<file path="src/dpz_pkg.sv">
// Shared constants and types for the DDR3 power-down and ZQ calibration block
package dpz_pkg;

	// Device clock rate; the core clock is the memory clock CK itself
	localparam int CLK_MHZ = 250;
	localparam int CK_PER_NCK = 1;

	// Command/address receiver hold-off after CKE falls, in nCK
	localparam int T_CPDED_NCK = 1;
	localparam int CPDED_CYC = T_CPDED_NCK * CK_PER_NCK;

	// Calibration windows in nCK (plain defaults, tune per speed grade)
	localparam int T_ZQINIT_NCK = 512;
	localparam int T_ZQOPER_NCK = 256;
	localparam int T_ZQCS_NCK = 64;
	// Window in which a short calibration must make its correction
	localparam int T_ZQCS_STEP_NCK = 64;
	localparam int ZQINIT_CYC = T_ZQINIT_NCK * CK_PER_NCK;
	localparam int ZQOPER_CYC = T_ZQOPER_NCK * CK_PER_NCK;
	localparam int ZQCS_CYC = T_ZQCS_NCK * CK_PER_NCK;
	localparam int ZQCS_STEP_CYC = T_ZQCS_STEP_NCK * CK_PER_NCK;

	// Calibration counter width and impedance code layout
	localparam int ZQ_CNT_W = 16;
	localparam int IMP_W = 6;
	localparam logic [IMP_W-1:0] IMP_RST = 6'h20;

	// Address bit positions and bank code used by the command decoder
	localparam int MR0_FAST_BIT = 12;
	localparam int ZQ_LONG_BIT = 10;
	localparam logic [2:0] BA_MR0 = 3'h0;

	// Value of the fast-exit mode bit after reset
	localparam logic MR0_FAST_RST = 1'b0;

	// Timer width for the receiver hold-off
	localparam int TMR_W = 4;

	// What kind of power-down the device is in
	typedef enum logic [1:0] {
		PK_NONE,
		PK_PENDING,
		PK_ACTIVE,
		PK_PRECHARGE
	} dpz_pd_kind_t;

	// Power-down sequencer states
	typedef enum logic [1:0] {
		ST_RESET,
		ST_AWAKE,
		ST_CPDED,
		ST_PD
	} dpz_pd_state_t;

	// Calibration engine states
	typedef enum logic {
		ZS_IDLE,
		ZS_RUN
	} dpz_zq_state_t;

endpackage

</file>
<file path="src/dpz_zq_if.sv">
// Signals between the power-down sequencer and the calibration engine
`timescale 1ns/1ps
interface dpz_zq_if #(
	parameter int IMP_W = dpz_pkg::IMP_W
) ();
	logic start;
	logic long_sel;
	logic first;
	logic abort;
	logic busy;
	logic done;
	logic [IMP_W-1:0] code;

	modport ctrl (
		output start,
		output long_sel,
		output first,
		output abort,
		input busy,
		input done,
		input code
	);

	modport engine (
		input start,
		input long_sel,
		input first,
		input abort,
		output busy,
		output done,
		output code
	);
endinterface

</file>
<file path="src/dpz_pd_zq_ctrl.sv">
// Functional notes
// - Enter power-down on CKE low with NOP
// - Row, precharge, refresh finish inside power-down
// - Banks closed gives precharge, open gives active
// - Entry disables buffers except clock, ODT, CKE, reset
// - Receivers stay on through the CKE hold-off
// - Slow precharge power-down turns DLL off
// - Reset low leaves power-down into reset state
// - Exit power-down on CKE high with NOP
// - Long calibration runs engine, then transfers values
// - First long calibration gets the initial window
// - Short calibration corrects within its short window
`timescale 1ns/1ps
module dpz_pd_zq_ctrl #(
	parameter int ADDR_W = 14,
	parameter int IMP_W = dpz_pkg::IMP_W,
	parameter int CPDED_CYC = dpz_pkg::CPDED_CYC,
	parameter int ZQINIT_CYC = dpz_pkg::ZQINIT_CYC,
	parameter int ZQOPER_CYC = dpz_pkg::ZQOPER_CYC,
	parameter int ZQCS_CYC = dpz_pkg::ZQCS_CYC,
	parameter int ZQCS_STEP_CYC = dpz_pkg::ZQCS_STEP_CYC
) (
	input wire logic clock_in,
	input wire logic rst_b_in,
	input wire logic dram_reset_b_in,
	input wire logic cke_in,
	input wire logic cs_b_in,
	input wire logic ras_b_in,
	input wire logic cas_b_in,
	input wire logic we_b_in,
	input wire logic [2:0] ba_in,
	input wire logic [ADDR_W-1:0] addr_in,
	input wire logic bank_open_in,
	input wire logic busy_in,
	input wire logic zq_comp_hi_in,
	output dpz_pkg::dpz_pd_kind_t pd_kind_out,
	output logic in_pd_out,
	output logic dll_on_out,
	output logic io_buf_en_out,
	output logic cmd_rcv_en_out,
	output logic reset_state_out,
	output logic zq_busy_out,
	output logic zq_update_out,
	output logic zq_first_out,
	output logic [IMP_W-1:0] imp_code_out
);
	localparam int TW = dpz_pkg::TMR_W;

	dpz_pkg::dpz_pd_state_t state_q;
	dpz_pkg::dpz_pd_state_t state_d;
	dpz_pkg::dpz_pd_kind_t kind_q;
	dpz_pkg::dpz_pd_kind_t kind_d;
	logic cke_q;
	logic mr0_fast_q;
	logic zq_first_q;
	logic dll_on_q;
	logic io_buf_en_q;
	logic cmd_rcv_en_q;
	logic in_pd_q;
	logic nop_des;
	logic cmd_ok;
	logic zq_cmd;
	logic mrs_cmd;
	logic pd_entry;
	logic pd_exit;
	logic hold_expired;

	dpz_zq_if #(.IMP_W(IMP_W)) zq_bus ();

	initial begin
		if (ADDR_W <= dpz_pkg::MR0_FAST_BIT || CPDED_CYC < 1 || CPDED_CYC >= (1 << TW)) begin
			$error("dpz_pd_zq_ctrl: address width or hold-off count out of range");
		end
	end

	// Command decode; a deselect or NOP is the only legal companion of a CKE edge
	assign nop_des = cs_b_in || (ras_b_in && cas_b_in && we_b_in);
	assign cmd_ok = (state_q == dpz_pkg::ST_AWAKE) && cke_q && cke_in && dram_reset_b_in;
	assign zq_cmd = cmd_ok && !cs_b_in && ras_b_in && cas_b_in && !we_b_in;
	assign mrs_cmd = cmd_ok && !cs_b_in && !ras_b_in && !cas_b_in && !we_b_in;

	// CKE edges registered together with NOP or deselect
	assign pd_entry = (state_q == dpz_pkg::ST_AWAKE) && cke_q && !cke_in && nop_des;
	assign pd_exit = cke_in && nop_des;

	// Previous CKE sample for edge detection
	always_ff @(posedge clock_in or negedge rst_b_in) begin
		if (!rst_b_in) begin
			cke_q <= 1'b0;
		end else begin
			cke_q <= cke_in;
		end
	end

	// Fast-exit choice captured on a mode register set to MR0
	always_ff @(posedge clock_in or negedge rst_b_in) begin
		if (!rst_b_in) begin
			mr0_fast_q <= dpz_pkg::MR0_FAST_RST;
		end else if (!dram_reset_b_in) begin
			mr0_fast_q <= dpz_pkg::MR0_FAST_RST;
		end else if (mrs_cmd && ba_in == dpz_pkg::BA_MR0) begin
			mr0_fast_q <= addr_in[dpz_pkg::MR0_FAST_BIT];
		end
	end

	// Receiver hold-off after the CKE-low edge
	dpz_timer #(.W(TW)) u_hold (
		.clock_in(clock_in),
		.rst_b_in(rst_b_in),
		.load_in(pd_entry),
		.count_in(TW'(CPDED_CYC)),
		.expired_out(hold_expired)
	);

	// Power-down sequencing; the reset pin overrides every state
	always_comb begin
		state_d = state_q;
		if (!dram_reset_b_in) begin
			state_d = dpz_pkg::ST_RESET;
		end else begin
			case (state_q)
				dpz_pkg::ST_RESET: begin
					state_d = dpz_pkg::ST_AWAKE;
				end
				dpz_pkg::ST_AWAKE: begin
					if (pd_entry) begin
						state_d = dpz_pkg::ST_CPDED;
					end
				end
				dpz_pkg::ST_CPDED: begin
					// Receivers stay live until the hold-off has run out
					if (pd_exit) begin
						state_d = dpz_pkg::ST_AWAKE;
					end else if (hold_expired) begin
						state_d = dpz_pkg::ST_PD;
					end
				end
				dpz_pkg::ST_PD: begin
					if (pd_exit) begin
						state_d = dpz_pkg::ST_AWAKE;
					end
				end
				default: begin
					state_d = dpz_pkg::ST_RESET;
				end
			endcase
		end
	end

	// State register
	always_ff @(posedge clock_in or negedge rst_b_in) begin
		if (!rst_b_in) begin
			state_q <= dpz_pkg::ST_RESET;
		end else begin
			state_q <= state_d;
		end
	end

	// Power-down kind settles once in-flight row work has finished
	always_comb begin
		kind_d = dpz_pkg::PK_NONE;
		if (state_d == dpz_pkg::ST_CPDED || state_d == dpz_pkg::ST_PD) begin
			if (kind_q == dpz_pkg::PK_ACTIVE || kind_q == dpz_pkg::PK_PRECHARGE) begin
				kind_d = kind_q;
			end else if (busy_in) begin
				kind_d = dpz_pkg::PK_PENDING;
			end else if (bank_open_in) begin
				kind_d = dpz_pkg::PK_ACTIVE;
			end else begin
				kind_d = dpz_pkg::PK_PRECHARGE;
			end
		end
	end

	// Registered status and enables, all derived from the next state
	always_ff @(posedge clock_in or negedge rst_b_in) begin
		if (!rst_b_in) begin
			kind_q <= dpz_pkg::PK_NONE;
			dll_on_q <= 1'b1;
			io_buf_en_q <= 1'b0;
			cmd_rcv_en_q <= 1'b0;
			in_pd_q <= 1'b0;
		end else begin
			kind_q <= kind_d;
			// DLL off only in slow-exit precharge power-down
			dll_on_q <= !(kind_d == dpz_pkg::PK_PRECHARGE && !mr0_fast_q);
			// Data buffers off from the entry edge; clock, ODT, CKE, reset stay up
			io_buf_en_q <= (state_d == dpz_pkg::ST_AWAKE);
			// Command receivers drop only after the hold-off
			cmd_rcv_en_q <= (state_d == dpz_pkg::ST_AWAKE || state_d == dpz_pkg::ST_CPDED);
			in_pd_q <= (state_d == dpz_pkg::ST_CPDED || state_d == dpz_pkg::ST_PD);
		end
	end

	// First long calibration after any reset is owed the initial window
	always_ff @(posedge clock_in or negedge rst_b_in) begin
		if (!rst_b_in) begin
			zq_first_q <= 1'b1;
		end else if (!dram_reset_b_in) begin
			zq_first_q <= 1'b1;
		end else if (zq_bus.start && zq_bus.long_sel) begin
			zq_first_q <= 1'b0;
		end
	end

	// A command arriving while calibration runs is dropped, not queued
	assign zq_bus.start = zq_cmd && !zq_bus.busy;
	assign zq_bus.long_sel = addr_in[dpz_pkg::ZQ_LONG_BIT];
	assign zq_bus.first = zq_first_q;
	assign zq_bus.abort = !dram_reset_b_in;

	dpz_zq_engine #(
		.IMP_W(IMP_W),
		.INIT_CYC(ZQINIT_CYC),
		.OPER_CYC(ZQOPER_CYC),
		.CS_CYC(ZQCS_CYC),
		.STEP_CYC(ZQCS_STEP_CYC)
	) u_zq (
		.clock_in(clock_in),
		.rst_b_in(rst_b_in),
		.zq(zq_bus.engine),
		.comp_hi_in(zq_comp_hi_in)
	);

	// Outputs
	assign pd_kind_out = kind_q;
	assign in_pd_out = in_pd_q;
	assign dll_on_out = dll_on_q;
	assign io_buf_en_out = io_buf_en_q;
	assign cmd_rcv_en_out = cmd_rcv_en_q;
	assign reset_state_out = (state_q == dpz_pkg::ST_RESET);
	assign zq_busy_out = zq_bus.busy;
	assign zq_update_out = zq_bus.done;
	assign zq_first_out = zq_first_q;
	assign imp_code_out = zq_bus.code;
endmodule

</file>
<file path="src/dpz_timer.sv">
// Loadable down-counter that flags when its interval has run out
`timescale 1ns/1ps
module dpz_timer #(
	parameter int W = dpz_pkg::TMR_W
) (
	input wire logic clock_in,
	input wire logic rst_b_in,
	input wire logic load_in,
	input wire logic [W-1:0] count_in,
	output logic expired_out
);
	logic [W-1:0] count_q;

	initial begin
		if (W < 1) begin
			$error("dpz_timer: width must be at least one");
		end
	end

	// Count down to zero and rest there until reloaded
	always_ff @(posedge clock_in or negedge rst_b_in) begin
		if (!rst_b_in) begin
			count_q <= '0;
		end else if (load_in) begin
			count_q <= count_in;
		end else if (count_q != '0) begin
			count_q <= count_q - 1'b1;
		end
	end

	// A reload in this cycle hides the old expiry
	assign expired_out = (count_q == '0) && !load_in;
endmodule

</file>
<file path="src/dpz_zq_engine.sv">
// Impedance calibration engine for long and short calibration commands
`timescale 1ns/1ps
module dpz_zq_engine #(
	parameter int IMP_W = dpz_pkg::IMP_W,
	parameter int INIT_CYC = dpz_pkg::ZQINIT_CYC,
	parameter int OPER_CYC = dpz_pkg::ZQOPER_CYC,
	parameter int CS_CYC = dpz_pkg::ZQCS_CYC,
	parameter int STEP_CYC = dpz_pkg::ZQCS_STEP_CYC
) (
	input wire logic clock_in,
	input wire logic rst_b_in,
	dpz_zq_if.engine zq,
	input wire logic comp_hi_in
);
	localparam int CW = dpz_pkg::ZQ_CNT_W;
	localparam logic [CW-1:0] INIT_L = CW'(INIT_CYC);
	localparam logic [CW-1:0] OPER_L = CW'(OPER_CYC);
	localparam logic [CW-1:0] CS_L = CW'(CS_CYC);
	localparam logic [CW-1:0] STEP_L = CW'(STEP_CYC);
	localparam int A_INIT = INIT_CYC + 1;
	localparam int A_OPER = OPER_CYC + 1;
	localparam int A_CS = CS_CYC + 1;

	dpz_pkg::dpz_zq_state_t state_q;
	logic [CW-1:0] el_q;
	logic [CW-1:0] per_q;
	logic long_q;
	logic [IMP_W-1:0] cal_q;
	logic [IMP_W-1:0] code_q;
	logic done_q;
	logic finish;
	logic step_ok;

	initial begin
		if (INIT_CYC < 2 || INIT_CYC > 65535 || OPER_CYC < 2 || OPER_CYC > 65535 ||
		    CS_CYC < 2 || CS_CYC > 65535 || STEP_CYC < 1 || STEP_CYC > CS_CYC) begin
			$error("dpz_zq_engine: calibration periods out of range");
		end
	end

	// Last cycle of the granted window, and whether stepping is still allowed
	assign finish = (state_q == dpz_pkg::ZS_RUN) && (el_q == per_q - 1'b1);
	assign step_ok = (state_q == dpz_pkg::ZS_RUN) && (el_q < (long_q ? per_q : STEP_L));

	// Window sequencing; the first long command gets the initial window
	always_ff @(posedge clock_in or negedge rst_b_in) begin
		if (!rst_b_in) begin
			state_q <= dpz_pkg::ZS_IDLE;
			el_q <= '0;
			per_q <= CS_L;
			long_q <= 1'b0;
		end else if (zq.abort) begin
			state_q <= dpz_pkg::ZS_IDLE;
			el_q <= '0;
		end else begin
			case (state_q)
				dpz_pkg::ZS_IDLE: begin
					if (zq.start) begin
						state_q <= dpz_pkg::ZS_RUN;
						el_q <= '0;
						long_q <= zq.long_sel;
						per_q <= zq.long_sel ? (zq.first ? INIT_L : OPER_L) : CS_L;
					end
				end
				dpz_pkg::ZS_RUN: begin
					if (finish) begin
						state_q <= dpz_pkg::ZS_IDLE;
					end else begin
						el_q <= el_q + 1'b1;
					end
				end
				default: begin
					state_q <= dpz_pkg::ZS_IDLE;
				end
			endcase
		end
	end

	// One-count up/down stepping toward the reference comparator, saturating at both ends
	always_ff @(posedge clock_in or negedge rst_b_in) begin
		if (!rst_b_in) begin
			cal_q <= dpz_pkg::IMP_RST;
		end else if (zq.abort) begin
			// Aborted window drops its partial steps, so the next run starts from the drivers' code
			cal_q <= code_q;
		end else if (step_ok) begin
			// Short command only steps inside its correction window
			if (comp_hi_in && cal_q != '1) begin
				cal_q <= cal_q + 1'b1;
			end else if (!comp_hi_in && cal_q != '0) begin
				cal_q <= cal_q - 1'b1;
			end
		end
	end

	// Transfer to the I/O drivers only when the window completes
	always_ff @(posedge clock_in or negedge rst_b_in) begin
		if (!rst_b_in) begin
			code_q <= dpz_pkg::IMP_RST;
			done_q <= 1'b0;
		end else begin
			done_q <= finish && !zq.abort;
			if (finish && !zq.abort) begin
				code_q <= cal_q;
			end
		end
	end

	assign zq.busy = (state_q == dpz_pkg::ZS_RUN);
	assign zq.done = done_q;
	assign zq.code = code_q;
endmodule

</file>
<file path="config.mk">
export PLATFORM = sky130hd
export DESIGN_NAME = dpz_pd_zq_ctrl
export DESIGN_NICKNAME = d
export VERILOG_FILES = /design/src/dpz_pkg.sv /design/src/dpz_zq_if.sv /design/src/dpz_pd_zq_ctrl.sv /design/src/dpz_timer.sv /design/src/dpz_zq_engine.sv
export SDC_FILE = /design/constraint.sdc
export NUM_CORES = 1
export LEC_CHECK = 0
export BUFFER_PORTS_ARGS = -buffer_cell sky130_fd_sc_hd__buf_2
export CELL_PAD_IN_SITES_DETAIL_PLACEMENT = 0
export CELL_PAD_IN_SITES_GLOBAL_PLACEMENT = 2
export CORE_MARGIN = 4
export CORE_UTILIZATION = 36
export CTS_BUF_LIST = sky130_fd_sc_hd__clkbuf_16
export DETAILED_ROUTE_END_ITERATION = 10
export PLACE_DENSITY_LB_ADDON = 0.1
export SYNTH_ARGS = -nofsm -noshare
export SYNTH_HDL_FRONTEND = slang
export SYNTH_HIERARCHICAL = 1
export SYNTH_SLANG_ARGS = --single-unit
</file>
<file path="constraint.sdc">
create_clock -name clock_in -period 2.57 [get_ports clock_in]
set_input_delay 0.257 -clock clock_in [delete_from_list [all_inputs] [get_ports clock_in]]
set_output_delay 0.257 -clock clock_in [all_outputs]
set_load 0.1 [all_outputs]
</file>
==> results.md, run 1 <==
STA:
- Of the available clock period, the critical path in the final layout requires 95.0%.
- The time the worst path needs with I/O delays and setup is 2.44 ns.
- The worst-case headroom to the max-slew limit is 56.2%.
- Setup violations remaining at the end of the flow were counted as 0.
- The total count of hold-check failures in the final report is 0.
- The total count of max-transition violations in the final report is 0.
- Static timing analysis puts the maximum clock frequency at 410 MHz.
- After routing, the total negative slack on setup checks comes to 0 ns.
- Setup repair after global routing left no endpoint under its margin.
- For the pin with the worst max-slew slack, the measured transition is 0.657 ns.
- The clock tree skew after final layout is 0.00566 ns.

Detailed routing:
- In the routed design, unresolved DRC markers number 0.
- After the first detailed-routing iteration, the DRC count stood at 76.
- The number of vias after detailed routing is 2509.
- The number of optimization iterations in the first detailed-route pass is 4.
- The via-per-instance ratio is 5.32.
- In the final routed layout, each cell accounts on average for 15.5 um.
- After detailed routing, the total wire length is 7.31 mm.
- The count of nets left with antenna violations after detail routing is 0.

Logic synthesis:
- In this run, synthesis inferred 0 flip-flops with an integrated enable.
- The sequential fraction of the synthesis area is 41.1%.
- The library cell occupying the most area in the post-synthesis netlist is sky130_fd_sc_hd__dfrtp_1.
- The total number of yosys warnings is 6.
- After synthesis, the largest family of logic cells by area is simple AND/OR/NAND/NOR gates.
- The fraction of registers with async set or reset after synthesis is 100%.
- The xor/xnor cell area share of the yosys netlist is 2.05%.
- The synthesized netlist contains 69 unique library cells.
- The commonest cells after synthesis are sky130_fd_sc_hd__dfrtp_1, sky130_fd_sc_hd__nand2_1, sky130_fd_sc_hd__nor2_1.
- The adder-cell share of the synthesized area is 6.52%.
- The area share of the largest cell type after synthesis is 36.8%.
- The cell count after synthesis came out at 308.
- A synthesized cell averages 9.73 um2.
- The post-synthesis share of cell area spent on and, or, nand and nor gates is 24.4%.
- The complex-gate fraction of the synthesized area is 18.2%.
- The netlist area before placement is 3000 um2.
- The number of storage elements in the synthesis netlist is 49.
- The most numerous cell in the Yosys netlist is sky130_fd_sc_hd__dfrtp_1.
- By area the synthesized netlist is led by sky130_fd_sc_hd__dfrtp_1, sky130_fd_sc_hd__ha_1, sky130_fd_sc_hd__dfstp_2.
- The most used flip-flop cell after synthesis is sky130_fd_sc_hd__dfrtp_1.
- The portion of synthesized area spent on multiplexers is 3.97%.

Cells and area:
- The layout-stage area growth over the synthesis result is 19.5%.
- The post-route netlist has 24.3% of its cells at a drive strength greater than 1.
- 0 antenna diodes ended up in the layout.
- Once layout is complete, the utilization of the core stands at 44.0%.
- The total of fill cells in the finished design is 821.
- The number of nets in the layout is 409.

CTS:
- The clock passes through at most 2 buffers.
- The clock-pin slew reported for the worst setup and hold paths after clock tree synthesis is 0.07 ns.
- The root buffer cell chosen for the clock tree is sky130_fd_sc_hd__clkbuf_16.
- The number of clock sinks is 49.
- The H-tree was split into 2 levels.
- The clock network latency to the later pin of the worst-skew pair is 0.29 ns.
- Buffers inserted during clock tree synthesis total 5.
- TritonCTS built the clock tree.

Global route:
- The number of global-route vias before repair is 2544.
- The aggregate global routing overflow is 0.
- The overall routing resource usage is 15.5%.
- The first global-routing pass estimated 12.5 mm of wire.
- The number of antenna violations at the first check in global routing is 0.
- Entering global routing, the biggest net connects 50 pins.

Power:
- The worst-case IR drop observed on VDD is 0.000284 V.
- The power per cell area is 520 nW/um2.
- The leakage power is 1.71 nW.

Run:
- The tool flagged a number of max-cap violations equal to 0.

Placed design:
- The count of input and output buffers is 31.
- After legalization and detailed placement, the total HPWL measured 5.35 mm.
- The congestion estimate from routability-driven global placement came to 0.787.

Floorplan:
- The count of boundary I/O pins is 44.
- From bottom edge to top edge, the die measures 99.2 um.
- The die covers 9840 um2.
- The die width is 99.2 um.
- The total area inside the core boundary comes to 8130 um2.
- The standard-cell row count is 33.
- The effective utilization at floorplan is 36.8%.

Setup path:
- The worst setup path is of the reg2reg kind.
- The worst setup path is captured at a flip-flop.
- The startpoint kind of the worst setup timing path is a flip-flop.
- At the worst endpoint, the arrival time is 2.61 ns.
- Along the worst path, the maximum fanout reaches 4.
- At the worst endpoint, the required time is 2.74 ns.

Worst hold path:
- The class of the tightest hold or removal check is in2async.

Run status:
- The run finished with clean final reports.
-- cell usage in the layout (no fill, tap or decap), drive strengths merged, types with 3 or more instances in the layout --
master	n
nand2	34
o31ai	4
a31oi	7
xnor2	3
dfstp	5
or2	4
o21a	3
nand2b	3
buf	58
xor2	4
or4	4
nor4b	3
nor3	10
nor3b	3
a21oi	16
nand3	11
clkbuf	5
nand4	7
inv	16
o211ai	3
nor2	23
ha	14
dfrtp	44
nor4	5
conb	4
mux2	7
or3	3
a211o	4
o21ai	11
nor2b	3
and2	4
and3	5
mux2i	4
o311ai	3
o41ai	3
-- state kept, by name, summed over array words and instances (netlist names), 2 cells and up --
signal / count
pd_kind_out: 2
u_zq/zq.code: 6
u_zq/el_q: 16
u_zq/per_q: 3
state_q: 2
u_zq/cal_q: 6
u_hold/count_q: 4
-- power by group --
group	internal, W	switching (W)
registers	0.000822	0.0000402
logic	0.000148	0.000219
clock network	0.000351	0.000281
-- logic make-up after synthesis --
logic type,Yosys count
other cells,2
simple gates,127
mux,11
fa+ha+maj,15
compound gates,74
flops,49
buf+inv,23
xor+xnor,7
-- worst max-delay path, stage by stage, from the launching register on --
cell and delay [ns]:
sky130_fd_sc_hd__dfrtp_1 0.40, sky130_fd_sc_hd__or4_4 0.55, sky130_fd_sc_hd__or3_4 0.42, sky130_fd_sc_hd__a2111oi_4 0.41, sky130_fd_sc_hd__buf_4 0.22, sky130_fd_sc_hd__mux2_1 0.33
-- area by class of cell --
type                    count  area (um2)  share of cell area (%)
inverters                  14        52.6                    1.47
clock buffers               5         125                    3.50
clock inverters             3        11.3                   0.315
flip-flops and latches     49        1230                    34.4
multi-input cells         238        1670                    46.6
repair buffers             58         358                    10.0
well taps                 105         131                    3.67
-- layer usage --
layer	vias up	wire [um]	GRT usage, %
met5	-	0	0
met4	0	79	4.52
met3	7	301	3.72
met2	44	3380	24.6
met1	1202	3560	21.1
li1	1256	-	-
-- worst paths after layout --
check / start / endpoint / slack [ns] / depth (start not counted)
setup / recovery: u_zq/el_q[10] / u_zq/zq.code[3] / 0.13 / 5
hold / removal: rst_b_in / u_zq/zq.code[1] / 0.06 / 2
setup reg to reg: u_zq/el_q[10] / u_zq/zq.code[3] / 0.13 / 5
hold reg to reg: mr0_fast_q / dll_on_out / 0.48 / 2
max in group asynchronous: rst_b_in / u_zq/el_q[5] / 2.04 / 2
min in group clock_in: cke_in / cke_q / 0.15 / 1
-- repair_timing --
item	CTS	global route
buffers inserted	0	0
hold buffers	0	0
gates resized for setup	0	1
endpoints found under the setup margin	0	7
-- stage by stage --
stage	power (W)	worst slack (ns)	hold slack [ns]	instances	cell area (um2)
global placement	0.00124	0.0892	0.420	464	3440
finish	0.00186	0.129	0.0641	472	3580
detailed placement	0.00125	0.0478	0.421	464	3440
global route	0.00197	0.0215	0.140	472	3580
CTS	0.00189	0.0338	0.110	472	3580
floorplan	0.00114	0.236	-0.0386	310	3000
No activity file was read; power rests on OpenSTA's default activity.
==> run 2, diff against run 1 <==
Settings changed: PLACE_DENSITY set to 0.91, PLACE_DENSITY_LB_ADDON 0.1 to not set.
==> run 2 against run 1 <==
  * Non-clock buffer count down 1
  * Sequential power about the same
  * Cell count down 0.21%
  * First-iteration DRC count up 70%
  * Sequential share of layout area down 0.58 points
  * Count of clock-buffer cells in the layout unchanged
  * Wire length down 5.4%
  * Sequential cell count unchanged
  * Cell area up 1.7%
  * Maximum frequency down 1.4%
==> results.md, run 2 (synthesis results as in run 1) <==
Cells and area:
- Leaving out fill and tap cells, the most frequent cell in the layout is sky130_fd_sc_hd__dfrtp_1.
- The proportion of layout cells with a drive suffix above 1 is 26.5% (+2.3 points).
- The register name with the most flops is u_zq/el_q.
- The flip-flop count of the largest register after layout is 16 (unchanged).
- The number of nets in the layout came to 408 (-0.24%).
- The utilization after layout is 44.7% (+0.75 points).
- In the layout the commonest cells are sky130_fd_sc_hd__dfrtp_1, sky130_fd_sc_hd__nand2_1, sky130_fd_sc_hd__buf_2, sky130_fd_sc_hd__buf_4, sky130_fd_sc_hd__nor2_1.
- The count of inserted antenna diode cells was 0 (unchanged).
- The number of standard cells in the layout, taps in and fillers out is 471 (-0.21%).
- Compared with the post-synthesis result, the final layout area differs by 21.5%.

Floorplan:
- The die boundary height is 99.2 um (unchanged).
- The die footprint is 9840 um2 (unchanged).
- The effective utilization at floorplan was 36.8% (unchanged).
- The standard-cell row count came to 33 (unchanged).
- The die width is 99.2 um (unchanged).
- The area of the placeable core was 8130 um2 (unchanged).
- The count of boundary I/O pins came to 44 (unchanged).

Setup path:
- The slowest stage of the critical path is the sky130_fd_sc_hd__dfstp_2 cell.
- The worst setup path is captured at a flip-flop.
- The signal arrival time at the worst endpoint came to 2.65 ns (+0.04 ns).
- The maximum fanout count along the critical path is 4 (unchanged).
- Traced cell by cell, the critical path runs through inv_1 -> ha_2 -> ha_4 -> xor2_1 -> nand3_2 -> a2111oi_4 -> buf_4 -> mux2_1.
- The register-to-register setup slack is 0.09 ns (-0.03 ns).
- The path depth of the worst reg2reg path is 8 (+3).
- The data required time of the worst path is 2.74 ns (about the same).
- The class of the most critical setup path is reg2reg.
- The biggest cell delay along the critical path is 0.54 ns (about the same).
- The worst register-to-register path ends at u_zq/zq.code[3].
- The worst setup path is launched from a flip-flop.
- The startpoint identified for the worst register-to-register timing path is u_zq/per_q[6].

CTS:
- The number of buffers created by CTS is 5 (unchanged).
- The maximum clock insertion buffer count is 2 (unchanged).
- The clock network latency to the later pin of the worst-skew pair was 0.29 ns (about the same).
- The clock tree from TritonCTS is yes.
- The clock-pin slew reported for the worst setup and hold paths after clock tree synthesis is 0.07 ns (about the same).
- The deepest level of the CTS H-tree is 2 (unchanged).
- The number of clock sinks is 49 (unchanged).
- The hold buffer count at CTS is 0 (unchanged).
- The root buffer cell chosen for the clock tree is sky130_fd_sc_hd__clkbuf_16.

Global route:
- The number of antenna violations at the first check in global routing is 0 (unchanged).
- The overall routing resource usage is 14.7% (-0.78 points).
- The largest net degree at the start of global routing is 50 (unchanged).
- The aggregate global routing overflow came to 0 (unchanged).
- The wire length of the first global-routing pass is 11.8 mm (-4.9%).
- The number of global-route vias before repair came to 2505 (-1.5%).

STA:
- The maximum operating frequency was 404 MHz (-1.4%).
- The time the worst path needs with I/O delays and setup came to 2.48 ns (+0.0349 ns).
- The minimum setup slack in the final design is 0.0937 ns (-0.0349 ns).
- The measured slew at the worst slew-check pin is 0.653 ns (-0.00419 ns).
- The setup violation total in the final timing report is 0 (unchanged).
- The share of the clock period used by the worst path is 96.4% (+1.4 points).
- The worst-case headroom to the max-slew limit was 56.4% (+0.28 points).
- The total count of hold-check failures in the final report is 0 (unchanged).
- The total count of max-transition violations in the final report is 0 (unchanged).
- The clock tree skew after final layout was 0.00663 ns (+0.000977 ns).

Placed design:
- The worst slack after detailed placement is 0.0250 ns (-0.0228 ns).
- The total half-perimeter wirelength after legalization and detailed placement is 4.98 mm (-6.9%).
- The count of input and output buffers is 31 (unchanged).
- The post-placement cell count came to 460 (-0.86%).
- The final RePlAce weighted congestion is 0.837 (+6.3%).

Power:
- The leakage power came to 1.72 nW (+0.37%).
- The power per cell area came to 541 nW/um2 (+4.0%).
- The largest vdd supply drop came to 0.000340 V (+20%).

Detailed routing:
- The number of optimization iterations in the first detailed-route pass is 4 (unchanged).
- The via-per-instance ratio is 5.39 (+1.4%).
- The number of DRC markers in iteration 0 is 129 (+70%).
- The number of design rule violations left after detail routing came to 0 (unchanged).
- The routed length per placed instance was 14.7 um (-5.2%).
- The total wire length came to 6.92 mm (-5.4%).
- The count of nets left with antenna violations after detail routing is 0 (unchanged).
- The number of vias after detailed routing is 2538 (+1.2%).

Run status:
- The run finished with clean final reports.

Run:
- The count of maximum capacitance violations is 0 (unchanged).

Worst hold path:
- In this run the worst hold path is classified as in2async.
-- run 2: what timing repair did --
item,4_1_cts,5_1_grt
resized for setup,0,8
pin swaps,1,3
buffers inserted,0,3
setup endpoints to repair,1,13
gates cloned,0,0
-- run 2: area by class of cell --
cell class	instances	area [um2]
sequential	49	1230
tap	105	131
inverter	14	52.6
timing repair buffer	57	350
fill	780	4490
clock inverter	3	41.3
clock buffer	5	125
multi-input combinational	238	1710
-- run 2: report_power, final --
group          switching, W  internal [W]  total [W]
logic              0.000218      0.000148   0.000366
registers         0.0000405      0.000822   0.000862
clock network      0.000285      0.000456   0.000741
-- run 2: how the worst max path moves through the flow --
| stage | to | depth (start not counted) | slack (ns) | start |
|---|---|---|---|---|
| floorplan | pd_kind_out[0] | 10 | 0.24 | state_q[1] |
| global route | u_zq/zq.code[3] | 8 | -0.005 | u_zq/per_q[6] |
| finish | u_zq/zq.code[3] | 8 | 0.09 | u_zq/per_q[6] |
| CTS | u_zq/el_q[15] | 8 | 0.10 | u_zq/per_q[6] |
| detailed placement | u_zq/zq.code[2] | 8 | 0.02 | u_zq/per_q[6] |
| global placement | u_zq/zq.code[2] | 8 | 0.03 | u_zq/per_q[6] |
-- run 2: through the flow --
stage / hold slack, ns / area [um2] / setup TNS [ns] / power [W]
6_report: 0.0850 / 3640 / 0 / 0.00197
5_1_grt: 0.141 / 3640 / -0.00490 / 0.00208
3_3_place_gp: 0.416 / 3410 / 0 / 0.00122
2_1_floorplan: -0.0386 / 3000 / 0 / 0.00114
3_5_place_dp: 0.426 / 3410 / 0 / 0.00123
4_1_cts: 0.118 / 3580 / 0 / 0.00198
-- run 2: layer usage --
layer	GRT usage, %	share of wire [%]	vias up
met2	24.6	48	35
met1	19.1	48	1240
met3	2.38	2.3	7
li1	-	-	1256
met4	5.67	1.4	0
met5	0	0	-
-- run 2: critical path, delay by kind of cell, from the launching register on --
kind / cells / cell delay [ns]
flip-flops: 1 / 0.54
AO/OA/AOI/OAI: 1 / 0.47
adder cells (fa/ha/maj): 2 / 0.44
multiplexers: 1 / 0.33
buffers and inverters: 2 / 0.28
XOR/XNOR: 1 / 0.16
AND/OR/NAND/NOR: 1 / 0.13
